$ cat config.mk
export PLATFORM = sky130hd
export DESIGN_NAME = comparator_edge_flag_control
export DESIGN_NICKNAME = d
export VERILOG_FILES = /design/src/verilog/cmp_ctrl_pkg.sv /design/src/verilog/level_sync.sv /design/src/verilog/comparator_edge_flag_control.sv
export SDC_FILE = /design/constraint.sdc
export NUM_CORES = 1
export LEC_CHECK = 0
export ABC_AREA = 1
export BUFFER_PORTS_ARGS = -buffer_cell sky130_fd_sc_hd__buf_2
export CAP_MARGIN = 25
export CORE_MARGIN = 2
export CORE_UTILIZATION = 37
export CTS_CLUSTER_DIAMETER = 60
export DETAILED_ROUTE_END_ITERATION = 8
export GPL_TIMING_DRIVEN = 0
export PLACE_DENSITY_LB_ADDON = 0.2
export SYNTH_ARGS = -nofsm -noshare
export SYNTH_HDL_FRONTEND = slang
export SYNTH_SLANG_ARGS = --single-unit
$ cat constraint.sdc
create_clock -name core_clk -period 1 [get_ports core_clk]
set_clock_uncertainty 0.15 [all_clocks]
set_input_delay 0.2 -clock core_clk [delete_from_list [all_inputs] [get_ports core_clk]]
set_output_delay 0.2 -clock core_clk [all_outputs]
set_load 0.05 [all_outputs]
$ cat src/verilog/cmp_ctrl_pkg.sv
// Purpose: constants for the comparator control register block
// Assumes: 8-bit special-function register bus
// Notes: field positions and reset value of the control register
package cmp_ctrl_pkg;
  localparam logic [7:0] CTRL_ADDR = 8'hf8;
  localparam logic [7:0] CTRL_RESET = 8'h00;
  localparam int BIT_ON = 7;
  localparam int BIT_LEVEL = 6;
  localparam int BIT_RISE = 5;
  localparam int BIT_FALL = 4;
  localparam int POS_HYS_LO = 2;
  localparam int NEG_HYS_LO = 0;
  localparam int SYNC_STAGES = 2;
endpackage

$ cat src/verilog/level_sync.sv
// Purpose: multi-stage synchroniser for one asynchronous level
// Assumes: single clock, asynchronous active-low reset
// Notes: first stage is read only by the next stage
`timescale 1ns/1ps
`default_nettype none
module level_sync #(
  parameter int STAGES = 2
) (
  input wire logic core_clk,
  input wire logic arst_n,
  input wire logic async_in,
  output logic sync_out
);
  logic [STAGES-1:0] chain_q;

  // shift the level through the chain
  always_ff @(posedge core_clk or negedge arst_n) begin
    if (!arst_n) begin
      chain_q <= '0;
    end else begin
      chain_q <= {chain_q[STAGES-2:0], async_in};
    end
  end

  assign sync_out = chain_q[STAGES-1];
endmodule
`default_nettype wire

$ cat src/verilog/comparator_edge_flag_control.sv
// Purpose: control register and edge flags around an analog comparator
// Assumes: sfr bus synchronous to core_clk; comparator output asynchronous
// Notes: bit writes arrive as a byte write with the other bits unchanged
`timescale 1ns/1ps
`default_nettype none
module comparator_edge_flag_control (
  input wire logic core_clk,
  input wire logic arst_n,
  input wire logic [7:0] sfr_addr,
  input wire logic sfr_wr,
  input wire logic [7:0] sfr_wdata,
  input wire logic sfr_rd,
  output logic [7:0] sfr_rdata,
  input wire logic cmp_raw_out,
  output logic comparator_on,
  output logic [1:0] pos_hysteresis_sel,
  output logic [1:0] neg_hysteresis_sel,
  output logic rise_seen_flag,
  output logic fall_seen_flag
);
  logic level_sync_w;
  logic level_q;
  logic rise_det_q;
  logic fall_det_q;
  logic [7:0] rdata_q;
  logic hit_w;
  logic wr_w;
  logic rise_d;
  logic fall_d;
  logic [7:0] read_w;

  level_sync #(
    .STAGES(cmp_ctrl_pkg::SYNC_STAGES)
  ) u_sync (
    .core_clk(core_clk),
    .arst_n(arst_n),
    .async_in(cmp_raw_out),
    .sync_out(level_sync_w)
  );

  // address decode
  assign hit_w = (sfr_addr == cmp_ctrl_pkg::CTRL_ADDR);
  assign wr_w = hit_w && sfr_wr;

  always_ff @(posedge core_clk or negedge arst_n) begin
    if (!arst_n) begin
      level_q <= 1'b0;
      rise_det_q <= 1'b0;
      fall_det_q <= 1'b0;
    end else begin
      level_q <= level_sync_w;
      rise_det_q <= level_sync_w && !level_q;
      fall_det_q <= !level_sync_w && level_q;
    end
  end

  assign rise_d = rise_det_q
    || (wr_w ? sfr_wdata[cmp_ctrl_pkg::BIT_RISE] : rise_seen_flag);
  assign fall_d = fall_det_q
    || (wr_w ? sfr_wdata[cmp_ctrl_pkg::BIT_FALL] : fall_seen_flag);

  always_ff @(posedge core_clk or negedge arst_n) begin
    if (!arst_n) begin
      rise_seen_flag <= cmp_ctrl_pkg::CTRL_RESET[cmp_ctrl_pkg::BIT_RISE];
      fall_seen_flag <= cmp_ctrl_pkg::CTRL_RESET[cmp_ctrl_pkg::BIT_FALL];
    end else begin
      rise_seen_flag <= rise_d;
      fall_seen_flag <= fall_d;
    end
  end

  always_ff @(posedge core_clk or negedge arst_n) begin
    if (!arst_n) begin
      comparator_on <= cmp_ctrl_pkg::CTRL_RESET[cmp_ctrl_pkg::BIT_ON];
      pos_hysteresis_sel <=
        cmp_ctrl_pkg::CTRL_RESET[cmp_ctrl_pkg::POS_HYS_LO +: 2];
      neg_hysteresis_sel <=
        cmp_ctrl_pkg::CTRL_RESET[cmp_ctrl_pkg::NEG_HYS_LO +: 2];
    end else if (wr_w) begin
      comparator_on <= sfr_wdata[cmp_ctrl_pkg::BIT_ON];
      pos_hysteresis_sel <=
        sfr_wdata[cmp_ctrl_pkg::POS_HYS_LO +: 2];
      neg_hysteresis_sel <=
        sfr_wdata[cmp_ctrl_pkg::NEG_HYS_LO +: 2];
    end
  end

  assign read_w = {comparator_on, level_sync_w, rise_seen_flag,
                   fall_seen_flag, pos_hysteresis_sel, neg_hysteresis_sel};

  // registered read data, zero off-address
  always_ff @(posedge core_clk or negedge arst_n) begin
    if (!arst_n) begin
      rdata_q <= 8'h00;
    end else begin
      rdata_q <= (hit_w && sfr_rd) ? read_w : 8'h00;
    end
  end

  assign sfr_rdata = rdata_q;

  property p_rise_sets;
    @(posedge core_clk) disable iff (!arst_n)
      (level_sync_w && !level_q) |=> ##1 rise_seen_flag;
  endproperty
  a_rise_sets: assert property (p_rise_sets)
    else $error("rise edge did not set flag");

  property p_fall_sets;
    @(posedge core_clk) disable iff (!arst_n)
      (!level_sync_w && level_q) |=> ##1 fall_seen_flag;
  endproperty
  a_fall_sets: assert property (p_fall_sets)
    else $error("fall edge did not set flag");

  property p_rise_sticky;
    @(posedge core_clk) disable iff (!arst_n)
      (rise_seen_flag && !wr_w) |=> rise_seen_flag;
  endproperty
  a_rise_sticky: assert property (p_rise_sticky)
    else $error("rise flag dropped without write");

  property p_fall_sticky;
    @(posedge core_clk) disable iff (!arst_n)
      (fall_seen_flag && !wr_w) |=> fall_seen_flag;
  endproperty
  a_fall_sticky: assert property (p_fall_sticky)
    else $error("fall flag dropped without write");

  property p_level_read;
    @(posedge core_clk) disable iff (!arst_n)
      (hit_w && sfr_rd) |=> sfr_rdata[6] == $past(level_sync_w);
  endproperty
  a_level_read: assert property (p_level_read)
    else $error("level bit read wrong");

  property p_on_write;
    @(posedge core_clk) disable iff (!arst_n)
      wr_w |=> comparator_on == $past(sfr_wdata[7]);
  endproperty
  a_on_write: assert property (p_on_write)
    else $error("enable bit not written");

  property p_pos_write;
    @(posedge core_clk) disable iff (!arst_n)
      wr_w |=> pos_hysteresis_sel == $past(sfr_wdata[3:2]);
  endproperty
  a_pos_write: assert property (p_pos_write)
    else $error("positive hysteresis not written");

  property p_neg_hold;
    @(posedge core_clk) disable iff (!arst_n)
      !wr_w |=> $stable(neg_hysteresis_sel);
  endproperty
  a_neg_hold: assert property (p_neg_hold)
    else $error("negative hysteresis changed without write");

  // rise flag not set without a rise edge, except by a write
  property p_rise_cause;
    @(posedge core_clk) disable iff (!arst_n)
      ($rose(rise_seen_flag) && !$past(wr_w)) |-> $past(rise_det_q);
  endproperty
  a_rise_cause: assert property (p_rise_cause)
    else $error("rise flag set without edge");

  // fall flag needs a fall edge or a write
  property p_fall_cause;
    @(posedge core_clk) disable iff (!arst_n)
      ($rose(fall_seen_flag) && !$past(wr_w)) |-> $past(fall_det_q);
  endproperty
  a_fall_cause: assert property (p_fall_cause)
    else $error("fall flag set without edge");

  property p_rise_once;
    @(posedge core_clk) disable iff (!arst_n)
      rise_det_q |=> !rise_det_q;
  endproperty
  a_rise_once: assert property (p_rise_once)
    else $error("rise detect pulse held too long");

  property p_set_wins;
    @(posedge core_clk) disable iff (!arst_n)
      (rise_det_q && wr_w) |=> rise_seen_flag;
  endproperty
  a_set_wins: assert property (p_set_wins)
    else $error("clearing write lost a rise edge");

  property p_neg_write;
    @(posedge core_clk) disable iff (!arst_n)
      wr_w |=> neg_hysteresis_sel == $past(sfr_wdata[1:0]);
  endproperty
  a_neg_write: assert property (p_neg_write)
    else $error("negative hysteresis not written");

  // read data zero outside a read
  property p_rdata_idle;
    @(posedge core_clk) disable iff (!arst_n)
      !(hit_w && sfr_rd) |=> sfr_rdata == 8'h00;
  endproperty
  a_rdata_idle: assert property (p_rdata_idle)
    else $error("read data not zero outside a read");
endmodule
`default_nettype wire

==> impl_metrics.yaml <==
timing:
  finalCriticalPeriod_ns: 1.23
  min_period_over_period_pct: 123
  slew_headroom_pct: 70.9
  clock.fmax_mhz: 811
  tightest_slew_ns: 0.437
  fin_ws_ns: -0.233
  rsz0062_at_grt: "yes"
  drv_slew: 0
  finalHoldViolations: 0
  setup_viol: 16
pwr:
  clkPwrFrac_pct: 29.9
  power_frac_comb_pct: 14.2
  internal_power_mw: 1.15
  p_sw_share_pct: 23.6
  p_leak_nw: 0.670
  seqPwrFrac_pct: 55.9
  power.density_nw_per_um2: 1170
  power_mw: 1.51
  power_switching_uw: 356
  ir_drop_v: 0.00100
clocking:
  clk_pin_slew_ns: 0.10
  cts_sinks: 20
  cts_tree: "done"
  cts_buffer_depth: 2
  h-tree-depth: 1
  numCtsBuffers: 3
  cts_root_buffer: "clkbuf_4"
  worstSkewPairLatency_ns: 0.29
job:
  drv_cap: 0
floorplan:
  dieWidth_um: 49.6
  die_height_um: 49.6
  io_pins: 36
  std_cell_rows: 16
  dieArea_um2: 2460
  start_util_pct: 39.3
  core_um2: 1960
global_routing:
  grt_max_degree: 21
  first_global_vias: 637
  antenna_found_initial: 0
  grt_use_total_pct: 13.1
  grt_pass1_wl_mm: 2.44
  grt_overflow_total: 0
logic_synthesis:
  synth.most_common_cell: "dfrtp_1"
  synth_area_um2: 771
  yosysTopAreaCellShare_pct: 64.9
  synth_nets: 95
  synth-seq-cells: 20
  ys_seq_area_share_pct: 64.9
  synth.area.top_cells: "dfrtp_1, inv_1, o21ai_2"
  synthArstFlopShare_pct: 100
  synth_edf_count: 0
  syn_inst: 74
  yosys_warnings: 0
  synth.top_cells.by_count: "dfrtp_1, inv_1, nand2_1"
  postSynthAreaPerCell_um2: 10.4
  yosys.cell_types.count: 10
  synth_ff_type: "dfrtp_1"
  synth_top_cell_by_area: "dfrtp_1"
placed_design:
  dp_hpwl_um: 941
  io_buffers: 34
  place_inst: 135
  place.gp.congestion: 0.720
route:
  vias: 643
  drt-initial-drc-count: 4
  routed_wl_mm: 1.55
  drt-vias-per-instance: 4.18
  post-route-drc-count: 0
  ant_nets: 0
  first_pass_iters: 4
  routedWlPerCell_um: 10.1
worst_hold_path:
  hp-start: "sfr_wdata[5]"
  worst_hold_path.endpoint: "rise_seen_flag"
  hold_class: "primary input to register"
  whs_path_depth: 3
worst_setup_path:
  r2r_end: "fall_seen_flag"
  crit_arrival_ns: 0.88
  crit_buf_inv: 1
  startpoint: "pos_hysteresis_sel[1]"
  r2r-start: "fall_seen_flag"
  max_stage_delay_ns: 0.44
  rr_worst_depth: 4
  worstPathMaxFanout: 2
  required_ns: 0.65
  reg2reg_setup_slack_ns: -0.03
  crit_type: "register to primary output"
  start_kind: "register"
  critPathSlowestCell: "dfrtp_2"
  crit_path_end_kind: "primary output"
  critical_path.cell_chain: "buf_6"
  critical_path.top_delay_family: "flip-flops"
status:
  status: "finished with violations"
  violations: "negative setup slack"
finish:
  drive_gt1_share_pct: 56.7
  final_cells: 154
  antenna_cells: 0
  syn2layout_area_growth_pct: 67.2
  num-fill-cells: 171
  nets: 149
==> state kept, by name, indices dropped and copies added, names as in the netlist <==
register and count:
comparator_on 1, rise_seen_flag 1, neg_hysteresis_sel 2, level_q 1
fall_det_q 1, fall_seen_flag 1, pos_hysteresis_sel 2, rise_det_q 1
u_sync.chain_q 2, sfr_rdata 8
==> what timing repair did <==
item / in CTS / in global routing
hold buffers: 7 / 0
endpoints found under the setup margin: 15 / 15
pin swaps: 0 / 1
gates resized for setup: 30 / 5
endpoints found under the hold margin: 26 / 0
buffers inserted: 7 / 1
==> power by group through the flow <==
| stage | logic [mW] | clock network, mW | registers (mW) |
|---|---|---|---|
| 6_report | 0.213 | 0.451 | 0.842 |
| 5_1_grt | 0.233 | 0.499 | 0.845 |
| 4_1_cts | 0.211 | 0.467 | 0.842 |
| 3_5_place_dp | 0.160 | 0 | 0.858 |
| 3_3_place_gp | 0.157 | 0 | 0.857 |
| 2_1_floorplan | 0.0495 | 0 | 0.894 |
==> final cells by class <==
cell class	count	area (um2)	share of cell area (%)
Tap cell	27	33.8	2.62
Timing Repair Buffer	49	402	31.2
Clock buffer	4	36.3	2.82
Sequential cell	20	509	39.5
Multi-Input combinational cell	34	208	16.1
Inverter	19	88.8	6.89
Buffer	1	11.3	0.874
==> layer usage <==
metal  routed length [um]  track usage [%]  up-vias
met5                    0                0        -
met4                    0             2.78        0
met3                   70             4.55        0
met2                  876             27.3       16
met1                  601             11.5      304
li1                     -                -      323
==> worst max path at each step <==
stage	to	slack [ns]	depth (start not counted)
after floorplan	fall_seen_flag	-0.04	7
after global placement	fall_seen_flag	-0.27	8
after detailed placement	fall_seen_flag	-0.30	8
after CTS	pos_hysteresis_sel[1]	-0.24	1
after global routing	pos_hysteresis_sel[1]	-0.26	1
final	pos_hysteresis_sel[1]	-0.23	1
==> placed cells by master (no fill, tap or decap), types with 3 or more instances in the layout <==
cell	netlist	final
inv_1	19	15
buf_2	0	19
dfrtp_2	0	7
nand2_2	0	3
buf_4	0	6
o21ai_2	5	5
dfrtp_1	20	13
nand2_1	11	7
nor2_1	10	10
clkbuf_4	0	3
dlygate4sd3_1	0	7
buf_6	1	18
nand3_2	2	3
==> cells by family after synthesis <==
| logic type | after synthesis | share of synthesized area, % |
|---|---|---|
| AO/OA/AOI/OAI | 5 | 5.68 |
| AND/OR/NAND/NOR | 29 | 18.7 |
| buffers and inverters | 20 | 10.7 |
| flip-flops | 20 | 64.9 |
==> worst reg2reg max path, delay by kind of cell (launching register included) <==
family / cells / cell delay [ns]
and+or+nand+nor: 2 / 0.11
buffers and inverters: 2 / 0.23
DFF: 1 / 0.43
==> metrics by stage <==
stage	hold WS [ns]	setup WS (ns)	instance area, um2	setup TNS (ns)	util [%]
2_1_floorplan	-0.246	-0.0440	810	-0.170	-
3_3_place_gp	0.0130	-0.271	1010	-2.63	51.7
3_5_place_dp	0.0120	-0.295	1010	-2.91	51.7
4_1_cts	0.0298	-0.240	1270	-3.12	64.5
5_1_grt	0.0114	-0.264	1290	-3.58	65.7
6_report	0.0330	-0.233	1290	-3.03	65.7
Power figures use the tool's default switching activity.
